===== src/verilog/err_report_pkg.sv =====
// Package: command codes, error flag positions, reset values, struct types
package err_report_pkg;

   // Command classes decoded from the command code
   typedef enum logic [2:0] {
      CLS_RECAL  = 3'h0,
      CLS_READ   = 3'h1,
      CLS_WRITE  = 3'h2,
      CLS_FMTSEEK = 3'h3,
      CLS_MISC   = 3'h4,
      CLS_BUFMODE = 3'h5,
      CLS_FORMAT = 3'h6,
      CLS_INVAL  = 3'h7
   } cmd_class_e;

   // Command codes (upper nibble where a group shares it)
   localparam logic [7:0] CMD_RECAL      = 8'h10;
   localparam logic [7:0] CMD_READ_SEC   = 8'h20;
   localparam logic [7:0] CMD_READ_LONG  = 8'h22;
   localparam logic [7:0] CMD_WRITE_SEC  = 8'h30;
   localparam logic [7:0] CMD_WRITE_LONG = 8'h32;
   localparam logic [7:0] CMD_READ_VER   = 8'h40;
   localparam logic [7:0] CMD_FORMAT     = 8'h50;
   localparam logic [7:0] CMD_SEEK       = 8'h70;
   localparam logic [7:0] CMD_DIAG       = 8'h90;
   localparam logic [7:0] CMD_INIT_PARMS = 8'h91;
   localparam logic [7:0] CMD_READ_BUF   = 8'he4;
   localparam logic [7:0] CMD_WRITE_BUF  = 8'he8;
   localparam logic [7:0] CMD_IDENTIFY   = 8'hec;
   localparam logic [7:0] CMD_BUF_MODE   = 8'hef;
   localparam logic [7:0] CMD_READ_MULT  = 8'hc4;
   localparam logic [7:0] CMD_WRITE_MULT = 8'hc5;
   localparam logic [7:0] CMD_SET_MULT   = 8'hc6;

   // Buffer-mode precompensation codes
   localparam logic [7:0] BUFMODE_ENABLE  = 8'haa;
   localparam logic [7:0] BUFMODE_DISABLE = 8'h55;

   // Error register bit positions
   localparam int ERR_BIT_ADDR_MARK = 0;
   localparam int ERR_BIT_TRK0      = 1;
   localparam int ERR_BIT_ABORT     = 2;
   localparam int ERR_BIT_NOT_READY = 3;
   localparam int ERR_BIT_ID_MISS   = 4;
   localparam int ERR_BIT_FIX_DATA  = 5;
   localparam int ERR_BIT_BAD_DATA  = 6;
   localparam int ERR_BIT_BAD_BLOCK = 7;
   localparam int ERR_W             = 8;

   // Status register bit positions
   localparam int STS_BIT_ERR     = 0;
   localparam int STS_BIT_SEEK_OK = 4;
   localparam int STS_BIT_WFAULT  = 5;
   localparam int STS_BIT_READY   = 6;
   localparam int STS_BIT_BUSY    = 7;

   // Reset values
   localparam logic [7:0] ERR_RESET_VAL = 8'h01;
   localparam logic [7:0] STS_RESET_VAL = 8'h00;
   localparam logic [7:0] ZERO_BYTE     = 8'h00;

   // Fault reports from the drive mechanics and data path
   typedef struct packed {
      logic bad_block_flag;
      logic uncorrectable_data_flag;
      logic sector_id_missing_flag;
      logic track_zero_missing_flag;
      logic drive_not_ready_flag;
      logic write_fault_flag;
      logic seek_complete_missing_flag;
      logic corrected_data_flag;
   } fault_s;

   // Host register-read request
   typedef struct packed {
      logic       rd;
      logic [2:0] addr;
   } host_rd_s;

   // Host register read indices for error and status
   localparam logic [2:0] TF_IDX_ERROR  = 3'h1;
   localparam logic [2:0] TF_IDX_STATUS = 3'h7;

endpackage


===== src/verilog/err_report.sv =====
// Command error detection, stop-on-first-error and error/status reporting
`timescale 1ns/10ps
module err_report
   import err_report_pkg::*;
(
   input  wire logic       i_sys_clk,
   input  wire logic       i_rst,
   input  wire logic       i_cmd_write,
   input  wire logic [7:0] i_cmd_code,
   input  wire logic [7:0] i_precomp,
   input  wire fault_s     i_fault,
   input  wire logic       i_op_done,
   input  wire host_rd_s   i_host_rd,
   input  wire logic [7:0] i_reg_rdata,
   output logic [7:0]      o_error,
   output logic [7:0]      o_status,
   output logic [7:0]      o_host_rdata,
   output logic            o_lookahead_en,
   output logic            o_op_start,
   output logic            o_op_abort,
   output logic            o_cmd_done
);

   typedef enum logic [1:0] {
      ST_IDLE  = 2'b00,
      ST_CHECK = 2'b01,
      ST_RUN   = 2'b11,
      ST_END   = 2'b10
   } state_e;

   state_e       state_reg, state_next;
   cmd_class_e   cls_reg, cls_next;
   logic [7:0]   error_reg, error_next;
   logic [7:0]   status_reg, status_next;
   logic [7:0]   rdata_reg, rdata_next;
   logic         look_reg, look_next;
   logic         start_reg, start_next;
   logic         abort_reg, abort_next;
   logic         done_reg, done_next;
   logic [7:0]   code_reg;
   logic [7:0]   precomp_reg;

   // Map command codes to error-report classes
   function automatic cmd_class_e decode_class(input logic [7:0] code);
      cmd_class_e c;
      c = CLS_INVAL;
      if (code[7:4] == CMD_RECAL[7:4])
         c = CLS_RECAL;
      else if (code == CMD_READ_SEC || code == CMD_READ_SEC + 8'h01 ||
               code == CMD_READ_VER || code == CMD_READ_VER + 8'h01 ||
               code == CMD_READ_MULT)
         c = CLS_READ;
      else if (code == CMD_WRITE_SEC || code == CMD_WRITE_SEC + 8'h01 ||
               code == CMD_WRITE_LONG || code == CMD_WRITE_LONG + 8'h01 ||
               code == CMD_READ_LONG || code == CMD_READ_LONG + 8'h01 ||
               code == CMD_WRITE_MULT)
         c = CLS_WRITE;
      else if (code == CMD_FORMAT)
         c = CLS_FORMAT;
      else if (code[7:4] == CMD_SEEK[7:4])
         c = CLS_FMTSEEK;
      else if (code == CMD_BUF_MODE)
         c = CLS_BUFMODE;
      else if (code == CMD_DIAG || code == CMD_INIT_PARMS ||
               code == CMD_SET_MULT || code == CMD_READ_BUF ||
               code == CMD_WRITE_BUF || code == CMD_IDENTIFY)
         c = CLS_MISC;
      return c;
   endfunction

   // Pack allowed faults into the error register layout
   function automatic logic [7:0] pack_err(input fault_s f);
      logic [7:0] e;
      e = ZERO_BYTE;
      e[ERR_BIT_BAD_BLOCK] = f.bad_block_flag;
      e[ERR_BIT_BAD_DATA]  = f.uncorrectable_data_flag;
      e[ERR_BIT_ID_MISS]   = f.sector_id_missing_flag;
      e[ERR_BIT_TRK0]      = f.track_zero_missing_flag;
      e[ERR_BIT_FIX_DATA]  = f.corrected_data_flag;
      e[ERR_BIT_NOT_READY] = f.drive_not_ready_flag;
      return e;
   endfunction

   fault_s     gated;
   logic [7:0] err_bits;
   logic       any_err;
   logic       pre_abort;
   logic       busy;
   logic       bufmode_ok;

   // Fault gating by the class of the running command
   err_allow_mask u_mask (
      .i_cls   (cls_reg),
      .i_fault (i_fault),
      .o_fault (gated)
   );

   // Decode of fault and abort conditions
   assign err_bits   = pack_err(gated);
   assign any_err    = (err_bits != ZERO_BYTE) || gated.write_fault_flag ||
                       gated.seek_complete_missing_flag;
   assign bufmode_ok = (precomp_reg == BUFMODE_ENABLE) ||
                       (precomp_reg == BUFMODE_DISABLE);
   assign pre_abort  = (cls_reg == CLS_INVAL) || (cls_reg == CLS_MISC) ||
                       (cls_reg == CLS_FORMAT) ||
                       (cls_reg == CLS_BUFMODE && !bufmode_ok);
   assign busy       = status_reg[STS_BIT_BUSY];

   // Next-state and register logic
   always_comb begin
      state_next  = state_reg;
      cls_next    = cls_reg;
      error_next  = error_reg;
      status_next = status_reg;
      look_next   = look_reg;
      start_next  = 1'b0;
      abort_next  = 1'b0;
      done_next   = 1'b0;
      case (state_reg)
         ST_IDLE: begin
            if (i_cmd_write) begin
               cls_next    = decode_class(i_cmd_code);
               status_next = STS_RESET_VAL;
               status_next[STS_BIT_BUSY] = 1'b1;
               error_next  = ZERO_BYTE;
               state_next  = ST_CHECK;
            end
         end
         ST_CHECK: begin
            if (pre_abort) begin
               error_next[ERR_BIT_ABORT] = 1'b1;
               status_next[STS_BIT_ERR]  = 1'b1;
               state_next = ST_END;
            end else if (cls_reg == CLS_BUFMODE) begin
               look_next  = (precomp_reg == BUFMODE_ENABLE);
               state_next = ST_END;
            end else begin
               start_next = 1'b1;
               state_next = ST_RUN;
            end
         end
         ST_RUN: begin
            if (any_err) begin
               error_next  = err_bits;
               status_next[STS_BIT_WFAULT] = gated.write_fault_flag;
               status_next[STS_BIT_SEEK_OK] =
                  !gated.seek_complete_missing_flag;
               status_next[STS_BIT_ERR] = 1'b1;
               abort_next  = 1'b1;
               state_next  = ST_END;
            end else if (i_op_done) begin
               status_next[STS_BIT_SEEK_OK] = 1'b1;
               state_next = ST_END;
            end
         end
         ST_END: begin
            status_next[STS_BIT_BUSY] = 1'b0;
            status_next[STS_BIT_READY] = 1'b1;
            done_next  = 1'b1;
            state_next = ST_IDLE;
         end
         default: state_next = ST_IDLE;
      endcase
   end

   // Host read path: status substitutes for any register while busy
   assign rdata_next = (!i_host_rd.rd) ? rdata_reg :
                       (busy || i_host_rd.addr == TF_IDX_STATUS) ?
                          status_reg :
                       (i_host_rd.addr == TF_IDX_ERROR) ? error_reg :
                       i_reg_rdata;

   // Command latches
   always_ff @(posedge i_sys_clk) begin
      if (i_rst) begin
         code_reg    <= ZERO_BYTE;
         precomp_reg <= ZERO_BYTE;
      end else if (state_reg == ST_IDLE && i_cmd_write) begin
         code_reg    <= i_cmd_code;
         precomp_reg <= i_precomp;
      end
   end

   // State registers; reset loads error 01, not busy, no done pulse
   always_ff @(posedge i_sys_clk) begin
      if (i_rst) begin
         state_reg  <= ST_IDLE;
         cls_reg    <= CLS_INVAL;
         error_reg  <= ERR_RESET_VAL;
         status_reg <= STS_RESET_VAL;
         rdata_reg  <= ZERO_BYTE;
         look_reg   <= 1'b1;
         start_reg  <= 1'b0;
         abort_reg  <= 1'b0;
         done_reg   <= 1'b0;
      end else begin
         state_reg  <= state_next;
         cls_reg    <= cls_next;
         error_reg  <= error_next;
         status_reg <= status_next;
         rdata_reg  <= rdata_next;
         look_reg   <= look_next;
         start_reg  <= start_next;
         abort_reg  <= abort_next;
         done_reg   <= done_next;
      end
   end

   // Outputs straight from flip-flops
   assign o_error        = error_reg;
   assign o_status       = status_reg;
   assign o_host_rdata   = rdata_reg;
   assign o_lookahead_en = look_reg;
   assign o_op_start     = start_reg;
   assign o_op_abort     = abort_reg;
   assign o_cmd_done     = done_reg;

endmodule


===== src/verilog/err_allow_mask.sv =====
// Per command class, the set of fault flags allowed to reach the host
`timescale 1ns/10ps
module err_allow_mask
   import err_report_pkg::*;
(
   input  wire cmd_class_e i_cls,
   input  wire fault_s     i_fault,
   output fault_s          o_fault
);

   fault_s allow;

   // Which flags each command class may report
   always_comb begin
      allow = '0;
      case (i_cls)
         CLS_RECAL: begin
            allow.track_zero_missing_flag    = 1'b1;
            allow.drive_not_ready_flag       = 1'b1;
            allow.write_fault_flag           = 1'b1;
            allow.seek_complete_missing_flag = 1'b1;
         end
         CLS_READ: begin
            allow.bad_block_flag             = 1'b1;
            allow.uncorrectable_data_flag    = 1'b1;
            allow.sector_id_missing_flag     = 1'b1;
            allow.drive_not_ready_flag       = 1'b1;
            allow.write_fault_flag           = 1'b1;
            allow.seek_complete_missing_flag = 1'b1;
            allow.corrected_data_flag        = 1'b1;
         end
         CLS_WRITE: begin
            allow.bad_block_flag             = 1'b1;
            allow.sector_id_missing_flag     = 1'b1;
            allow.drive_not_ready_flag       = 1'b1;
            allow.write_fault_flag           = 1'b1;
            allow.seek_complete_missing_flag = 1'b1;
         end
         CLS_FMTSEEK, CLS_FORMAT: begin
            allow.sector_id_missing_flag     = 1'b1;
            allow.drive_not_ready_flag       = 1'b1;
            allow.write_fault_flag           = 1'b1;
            allow.seek_complete_missing_flag = 1'b1;
         end
         default: begin
            allow = '0;
         end
      endcase
   end

   // Gate incoming faults
   assign o_fault = i_fault & allow;

endmodule


===== config.mk =====
export PLATFORM = sky130hd
export DESIGN_NAME = err_report
export DESIGN_NICKNAME = d
export VERILOG_FILES = /design/src/verilog/err_report_pkg.sv /design/src/verilog/err_report.sv /design/src/verilog/err_allow_mask.sv
export SDC_FILE = /design/constraint.sdc
export NUM_CORES = 1
export LEC_CHECK = 0
export BUFFER_PORTS_ARGS = -buffer_cell sky130_fd_sc_hd__buf_2
export CAP_MARGIN = 40
export CORE_AREA = 2 2 87 89
export DETAILED_ROUTE_END_ITERATION = 7
export DIE_AREA = 0 0 89 91
export HOLD_SLACK_MARGIN = 0.06
export PLACE_DENSITY = 0.58
export SYNTH_ARGS = -nofsm -noshare
export SYNTH_HDL_FRONTEND = slang
export SYNTH_SLANG_ARGS = --single-unit
export TNS_END_PERCENT = 20

===== constraint.sdc =====
create_clock -name i_sys_clk -period 4.75 [get_ports i_sys_clk]
set_clock_uncertainty 0.1 [all_clocks]
set_input_delay 0.95 -clock i_sys_clk [delete_from_list [all_inputs] [get_ports i_sys_clk]]
set_output_delay 0.95 -clock i_sys_clk [all_outputs]
set_load 0.02 [all_outputs]

# == Word-level counts from Yosys, hierarchy flattened ==
# Cells that the tools add are included.
# Widths: inputs -> output; s select.
# totals
reg_bits,38
input_bits,40
output_inout_bits,28
wordCells,139
# op_classes
n_eq_ne,40
muxes,37
bitwise_logic,4
n_reduce_logical,44
# op_table
op,count
$eq 8x8->1 const B,10
$eq 8x6->1 const B,8
$mux 8,5
$eq 8x7->1 const B,4
$logic_or 1x1->1,22
$mux 3,6
$eq 3x3->1 const B,5
$mux 1,13
$mux 2,6
$pmux 2 s2,3
$pmux 5 s2,1
$reduce_and 3->1,3
$and 8x8->8,1
$pmux 2 s4,1
$reduce_bool 8->1,1
$eq 3x1->1 const B,2
$eq 3x2->1 const B,2
$ne 2x2->1 const B,3
$pmux 1 s3,2
$reduce_and 2->1,3
$reduce_or 5->1,1
$eq 2x2->1 const B,2
$eq 4x1->1 const B,1
$eq 4x3->1 const B,1
13 further kinds,19

# == Logic depth before layout (Yosys ltp) ==
# Gate-level depths: netlist (run 1).
# depth
word_depth,13
ltp_mapped,8
mapped_depth_nobuf,7

# == Cells and area by module ==
# From an unflattened synthesis (run 1), not the netlist that was laid out.
# unflattened
cells_unflattened,230
hier_area_um2,2008.2
# by_module_without_submodules
module,n_inst,cells_each,area_per_inst_um2,seq_area_each_um2
err_report,1,218,1916.8,760.7
err_allow_mask,1,12,91.3,0.0

# == Least setup slack after synthesis (run 1) ==
# Ideal clock, no wire load.
# synth_timing
path_kind,input port to flip-flop
startpoint,input i_fault[5] in the netlist's numbering
endpoint,register state_reg[0]
setup_time_ns,0.123
arrival_time_ns,2.138
t_required_ns,4.527
setup_slack_ns,2.389
stages,5
path_buffers,0
path_cell_list,nor3_1 > o22ai_1 > nor4_4 > a31oi_1 > mux2_1
# synth_between
elab_chain_len,6
word_cells_on_any_way,8
cone_classes,1 x eq/ne; 2 x mux; 1 x bitwise; 4 x reduce/logical
# synth_rtl
element,line_no,source
from (decl),err_report.sv:11,"input wire fault_s i_fault,"
$and 8x8->8 (*),err_allow_mask.sv:52,assign o_fault = i_fault & allow;
$reduce_bool 8->1 (*),err_report.sv:100,assign any_err = (err_bits != ZERO_BYTE) || gated.write_fault_flag ||
$logic_or 1x1->1 (*) (2 in a row),err_report.sv:100,
$mux 2 / $ne 3x3->1 (equally long branches),--,
$pmux 2 s4 / $reduce_and 2->1 (equally long branches),--,
to (signal assigned),err_report.sv:197,state_reg <= state_next;
to (decl),err_report.sv:31,"state_e state_reg, state_next;"
# Every way passes the cells marked *; elsewhere a longest branch is shown, timed or not.
# A chain may end at the register's enable or synchronous reset.

# == Worst setup path after layout (run 1) ==
# Same ends and word-level chain as after synthesis.

==> qor.yml, run 1 <==
run_status: "finished clean"
drt-pass1-iter-count: 4
dpl-instance-area_sq_mm: 0.002470
slowest_stage: "nor4_4"
layout.nets: 354
cts_tree: "built"
cts_setup_buffers: 0
leakage_nw: 1.107
cts_sinks: 38
net-switching-power_w: 0.0004362
cp-start-kind: "input port"
crit_type: "in2reg"
pwr-share-seq: 0.368
drt_iter0_drc: 89
syn_to_final_growth_pct: 24.11
cts_hold_buf: 0
routed_wirelength_um: 5012
maxSlewViolCount: 0
final-setup-viol-count: 0
yosysWarnings: 0
groute.usage.overall: 0.1224
ys_seq_elements: 38
combPwrFrac: 0.399
num_rows: 31
fin_crit_ns: 2.355
antenna_left: 0
crit_path_end_kind: "register"
fin_crit_sh: 0.4957
cts.clk_slew.worst_paths_ns: 0.07
hold_class: "reg2reg"
p_per_area_mw_per_mm2: 450.1
die_area_sq_mm: 0.008099
ys_seq_area_frac: 0.3665
max-cap-violations: 0
globalplace.congestion: 0.7835
grt_overflow: 0
yosysTopAreaCell: "dfxtp_1"
numCtsBuffers: 5
drc: 0
clock_latency_ns: 0.29
required_ns: 4.83
portBuffers: 64
grt_max_degree: 43
start_util: 0.2908
core_region_area_sq_mm: 0.007137
synth_area_leaders: "dfxtp_1 (37%), mux2i_1 (8.2%), a21oi_1 (6.0%)"
root_buffer: "clkbuf_8"
clock_power_share: 0.234
synth_area_sq_mm: 0.002076
num_io_pins: 68
crit_path_cell_trace: "buf_2 > nor3_1 > o22ai_1 > nor4_4 > a31oi_1 > mux2_1"
hpwl_um: 3814
timing.setup.tns_ns: 0
dieHeight_um: 91
synthArstFlopShare: 0
final-hold-violation-count: 0
diodes: 0
cts_buffer_depth: 2
grt_pass1_vias: 1775
netlist.area_leader.share: 0.3665
switching_share: 0.3762
synth_edf_count: 0
critPathArrivalTime_ns: 2.43
antenna_found_initial: 0
avgViaCountPerCell: 4.710
wl_per_cell_um: 12.22
drive_above_1_share: 0.2605
critical-path-max-stage-delay_ns: 0.51
ys_types: 51
synth-main-ff-cell: "dfxtp_1"
rsz0062_at_grt: "no"
ir_drop_mv: 0.1312
cts_resized: 0
die_w_um: 89
cts-htree-levels: 2
synth.avg_cell_area_sq_um: 8.303
max_freq_mhz: 424.7
num_vias: 1931
stdcell_area_sq_mm: 0.002576
worstMarginPinSlew_ns: 0.7079
crit_fanout: 5
grt_pass1_wl_um: 7886
internal_power_w: 0.0007233
syn_inst: 250
slew_headroom: 0.5281
synthesized netlist by cell type, types with 2 or more instances:
library cell / instances
buf_4: 3
o21a_1: 2
a21oi_1: 25
dfxtp_1: 38
nor2b_1: 7
clkbuf_1: 8
ha_1: 4
o211ai_1: 2
a31oi_1: 2
mux2_2: 4
nand2_1: 29
nand4_1: 2
buf_2: 2
a211oi_1: 2
mux2i_1: 17
o311ai_0: 2
o21ai_1: 2
buf_1: 2
inv_1: 6
nand3_1: 6
nor3_1: 6
nand2b_1: 18
a211o_1: 2
nor4bb_1: 4
nand4b_1: 2
o21ai_0: 3
nor2_1: 26
stage by stage:
stage / cells / setup slack, ns / hold slack (ns) / utilization / total power, W
floorplan: 252 / 2.389 / 0.3443 / - / 0.0007793
global placement: 400 / 1.823 / 0.3409 / 0.3443 / 0.0008842
detailed placement: 402 / 2.109 / 0.3466 / 0.3461 / 0.0008996
CTS: 410 / 2.406 / 0.3668 / 0.3610 / 0.001176
global route: 410 / 2.291 / 0.3758 / 0.3610 / 0.001246
finish: 410 / 2.395 / 0.3601 / 0.3610 / 0.001160
per-layer routing:
metal / part of all wire / track usage
met3: 0.069 / 0.03545
met1: 0.45 / 0.1488
met2: 0.45 / 0.1978
met5: 0 / 0
met4: 0.026 / 0.05348
logic make-up (layout without fill, tap and decap cells):
group	after synthesis	count (layout)	synth area share
and+or+nand+nor	111	111	0.2845
buffers and inverters	21	80	0.04461
adders and majority gates	4	4	0.02411
AOI/OAI and AO/OA	52	52	0.1652
muxes	22	22	0.1091
xor gates and xnor gates	1	1	0.004220
DFF	38	38	0.3665
other	1	3	0.001807
power groups by stage:
stage | clock network [W] | registers [W] | logic [W]
after detailed placement | 0 | 0.000434 | 0.000465
after floorplan | 0 | 0.000451 | 0.000328
after CTS | 0.000280 | 0.000427 | 0.000468
after global routing | 0.000293 | 0.000436 | 0.000517
after global placement | 0 | 0.000431 | 0.000453
final | 0.000271 | 0.000426 | 0.000462
layout by cell type (no fill, tap or decap), types with 3 or more instances in the layout:
cell and instances:
inv_1 6, nand2_1 29, nor4bb_1 4, clkbuf_8 5, conb_1 3, ha_1 4, nor2b_1 7, mux2_2 4
o21ai_0 3, nor3_1 6, nand2b_1 18, dfxtp_1 38, mux2i_1 17, buf_2 65, a21oi_1 25, nor2_1 26
nand3_1 6
critical path: cells and delay by family:
kind                   cells  cell delay, ns
muxes                      1            0.34
buffers and inverters      1            0.11
AOI/OAI and AO/OA          2            0.34
and+or+nand+nor            2            0.68
final timing paths:
check | startpoint | end | slack (ns) | cells after the start
worst min register to register | o_lookahead_en$_SDFFE_PP1P_ | o_lookahead_en$_SDFFE_PP1P_ | 0.36 | 1
worst min-delay path | o_lookahead_en$_SDFFE_PP1P_ | o_lookahead_en$_SDFFE_PP1P_ | 0.36 | 1
worst max register to register | cls_reg[2]$_SDFFE_PP1P_ | state_reg[0]$_SDFFE_PP0P_ | 2.69 | 6
worst max-delay path | i_fault[5] | state_reg[0]$_SDFFE_PP0P_ | 2.40 | 6
cell type report:
class / count / area (sq um)
Sequential cell: 38 / 760.7
Multi-Input combinational cell: 193 / 1230
Fill cell: 796 / 4561
Inverter: 6 / 22.52
Clock inverter: 1 / 30.03
Clock buffer: 7 / 76.32
Timing Repair Buffer: 66 / 332.8
Tap cell: 99 / 123.9
Note: power is estimated with default switching activity, not from simulation.
==> run 2, diff against run 1 <==
--- a/config.mk
+++ b/config.mk
@@ -5,11 +5,12 @@
 export SDC_FILE = /design/constraint.sdc
 export NUM_CORES = 1
 export LEC_CHECK = 0
+export ABC_AREA = 1
 export BUFFER_PORTS_ARGS = -buffer_cell sky130_fd_sc_hd__buf_2
 export CAP_MARGIN = 40
-export CORE_AREA = 2 2 87 89
+export CORE_AREA = 2 2 86 88
 export DETAILED_ROUTE_END_ITERATION = 7
-export DIE_AREA = 0 0 89 91
+export DIE_AREA = 0 0 88 90
 export HOLD_SLACK_MARGIN = 0.06
 export PLACE_DENSITY = 0.58
 export SYNTH_ARGS = -nofsm -noshare
==> constraint.sdc (replaced) <==
create_clock -name i_sys_clk -period 2.3 [get_ports i_sys_clk]
set_clock_uncertainty 0.1 [all_clocks]
set_input_delay 0.46 -clock i_sys_clk [delete_from_list [all_inputs] [get_ports i_sys_clk]]
set_output_delay 0.46 -clock i_sys_clk [all_outputs]
set_load 0.02 [all_outputs]
==> run 2 against run 1 <==
Effect of this change: utilization rose by 0.51 points; register-to-register slack got worse by 2.1 ns; setup slack got worse by 1.8 ns; synthesized cell count rose by 24%; area after synthesis fell by 1.9%; largest power group unchanged; wire length rose by 2.3%; critical endpoint is now o_status[6]$_SDFFE_PP0P_; combinational power rose to 2.6 times the previous value; first-iteration DRC count fell by 33%; cell count rose by 16%; highest routed layer unchanged; sequential share of layout area rose by 0.072 points.
==> qor.yml, run 2 <==
synth_area_sq_mm: 0.002037
worstReg2RegStart: "state_reg[0]$_SDFFE_PP0P_"
pwr-share-seq: 0.336
numCtsBuffers: 5
ys_seq_area_frac: 0.3735
drive_above_1_share: 0.2160
min_path_cells: 3
core_region_area_sq_mm: 0.007020
antenna_found_initial: 0
cts_buffer_depth: 2
timing.setup.tns_ns: 0
timing.rr.end: "o_status[6]$_SDFFE_PP0P_"
internal_power_w: 0.001666
synth-main-ff-cell: "dfxtp_1"
rrSetupSlack_ns: 0.60
cts_tree: "built"
max_freq_mhz: 588.2
clock_power_share: 0.242
crit_type: "reg2reg"
cp-start-kind: "register"
grt_pass1_wl_um: 8528
avgViaCountPerCell: 4.397
ir_drop_mv: 0.4075
grt_overflow: 0
num_rows: 31
combPwrFrac: 0.422
rsz0062_at_grt: "no"
cts_sinks: 38
synth.most_common_cell: "nand2_1"
fill_cells: 783
run_status: "finished clean"
synth_common_cells: "nand2_1 (56), inv_1 (50), nor2_1 (48)"
die_w_um: 88
stdcell_area_sq_mm: 0.002570
hold_class: "in2reg"
fin_crit_sh: 0.7392
netlist.area_leader.share: 0.3735
drt-pass1-iter-count: 4
hp-start: "i_precomp[3]"
ys_types: 27
synth_edf_count: 0
wl_per_cell_um: 10.82
syn_inst: 311
synth.avg_cell_area_sq_um: 6.550
cts.clk_slew.worst_paths_ns: 0.08
groute.usage.overall: 0.1331
clock_latency_ns: 0.29
cts-htree-levels: 2
dpl-instance-area_sq_mm: 0.002432
ys_seq_elements: 38
seq_area_sq_um: 760.7
hpwl_um: 4043
cts_resized: 0
num_vias: 2084
p_per_area_mw_per_mm2: 1097
worstMarginPinSlew_ns: 0.5651
cts_hold_buf: 0
synthArstFlopShare: 0
r2r_cells: 6
layout.nets: 418
grt_max_degree: 23
hold-path-endpoint: "precomp_reg[3]$_SDFFE_PP0P_"
leakage_nw: 1.308
critPathArrivalTime_ns: 1.78
drc: 0
die_area_sq_mm: 0.007920
maxSlewViolCount: 0
diodes: 0
crit_path_end_kind: "register"
final_cell_mix: "buf_2 (64), nand2_1 (56), inv_1 (50)"
syn_to_final_growth_pct: 26.17
final-hold-violation-count: 0
max-cap-violations: 0
num_io_pins: 68
grt_pass1_vias: 1961
dieHeight_um: 90
required_ns: 2.38
cts_setup_buffers: 0
net-switching-power_w: 0.001153
fin_crit_ns: 1.700
synth_area_leaders: "dfxtp_1 (37%), nand2_1 (10%), inv_1 (9.2%)"
globalplace.congestion: 0.8154
portBuffers: 64
crit_fanout: 17
yosysTopAreaCell: "dfxtp_1"
start_util: 0.2901
root_buffer: "clkbuf_8"
yosysWarnings: 0
layout_commonest_cell: "buf_2"
drt_iter0_drc: 60
switching_share: 0.4090
routed_wirelength_um: 5127
multiInputGateArea_sq_mm: 0.001036
antenna_left: 0
final-setup-viol-count: 0
slew_headroom: 0.6228
run 2: changes by cell type in the layout (fill, tap and decap cells not counted), moves of 6 or more:
| cell | delta |
|---|---|
| inv_1 | +44 |
| o21ai_0 | +30 |
| nand2_1 | +27 |
| nor2_1 | +22 |
| nand2b_1 | -18 |
| mux2i_1 | -17 |
| nand4_1 | +7 |
| nor2b_1 | -7 |
| nand3_1 | +6 |
run 2: how the worst max path moves through the flow:
stage	from	to	slack, ns	cells after the start
after floorplan	cls_reg[0]$_SDFFE_PP1P_	o_error[1]$_SDFFE_PP0P_	0.81	12
after global placement	cls_reg[2]$_SDFFE_PP1P_	o_error[7]$_SDFFE_PP0P_	0.60	9
after detailed placement	state_reg[0]$_SDFFE_PP0P_	o_status[6]$_SDFFE_PP0P_	0.57	6
after CTS	state_reg[0]$_SDFFE_PP0P_	o_status[6]$_SDFFE_PP0P_	0.58	6
after global routing	state_reg[0]$_SDFFE_PP0P_	cls_reg[2]$_SDFFE_PP1P_	0.32	6
final	state_reg[0]$_SDFFE_PP0P_	o_status[6]$_SDFFE_PP0P_	0.60	6
run 2: critical path, stage by stage, from the launching register on:
cell	delay, ns
dfxtp_1	0.39
inv_1	0.08
ha_1	0.22
nand2_1	0.37
o21ai_0	0.21
o21ai_0	0.18
nor2_1	0.05
run 2: area by class of cell:
class                           instances  share of cell area
Tap cell                               99             0.04820
Inverter                               51             0.07449
Clock buffer                            5             0.02678
Timing Repair Buffer                   64              0.1246
Clock inverter                          3             0.02678
Multi-Input combinational cell        214              0.4031
Sequential cell                        38              0.2960
run 2: through the flow:
stage	setup slack, ns	std cells	hold WS [ns]	total power (W)	utilization
3_5_place_dp	0.5670	466	0.3539	0.002151	0.3465
5_1_grt	0.3208	474	0.3509	0.003093	0.3661
6_report	0.5998	474	0.3115	0.002819	0.3661
3_3_place_gp	0.5959	466	0.3520	0.002142	0.3465
4_1_cts	0.5769	474	0.3063	0.002840	0.3661
2_1_floorplan	0.8086	313	0.3439	0.001873	-
run 2: kinds of logic (layout without fill, tap and decap cells):
logic type / after synthesis / after routing / share of synthesized area
AOI/OAI and AO/OA: 69 / 69 / 0.1880
adders and majority gates: 4 / 4 / 0.02457
buffers and inverters: 61 / 123 / 0.1216
DFF: 38 / 38 / 0.3735
other: 1 / 3 / 0.001841
and+or+nand+nor: 138 / 138 / 0.2905
run 2: power groups by stage:
stage / Clock (W) / Sequential (W) / Combinational, W
5_1_grt: 0.000727 / 0.000975 / 0.00139
3_5_place_dp: 0 / 0.000964 / 0.00119
2_1_floorplan: 0 / 0.00106 / 0.000809
4_1_cts: 0.000696 / 0.000949 / 0.00119
6_report: 0.000682 / 0.000947 / 0.00119
3_3_place_gp: 0 / 0.000960 / 0.00118
run 2: per-layer routing:
metal / global-route usage / up-vias / part of all wire
met3: 0.03398 / 5 / 0.064
met4: 0.03718 / 0 / 0.0088
met2: 0.2128 / 59 / 0.44
met5: 0 / - / 0
met1: 0.1757 / 894 / 0.49
li1: - / 1126 / -
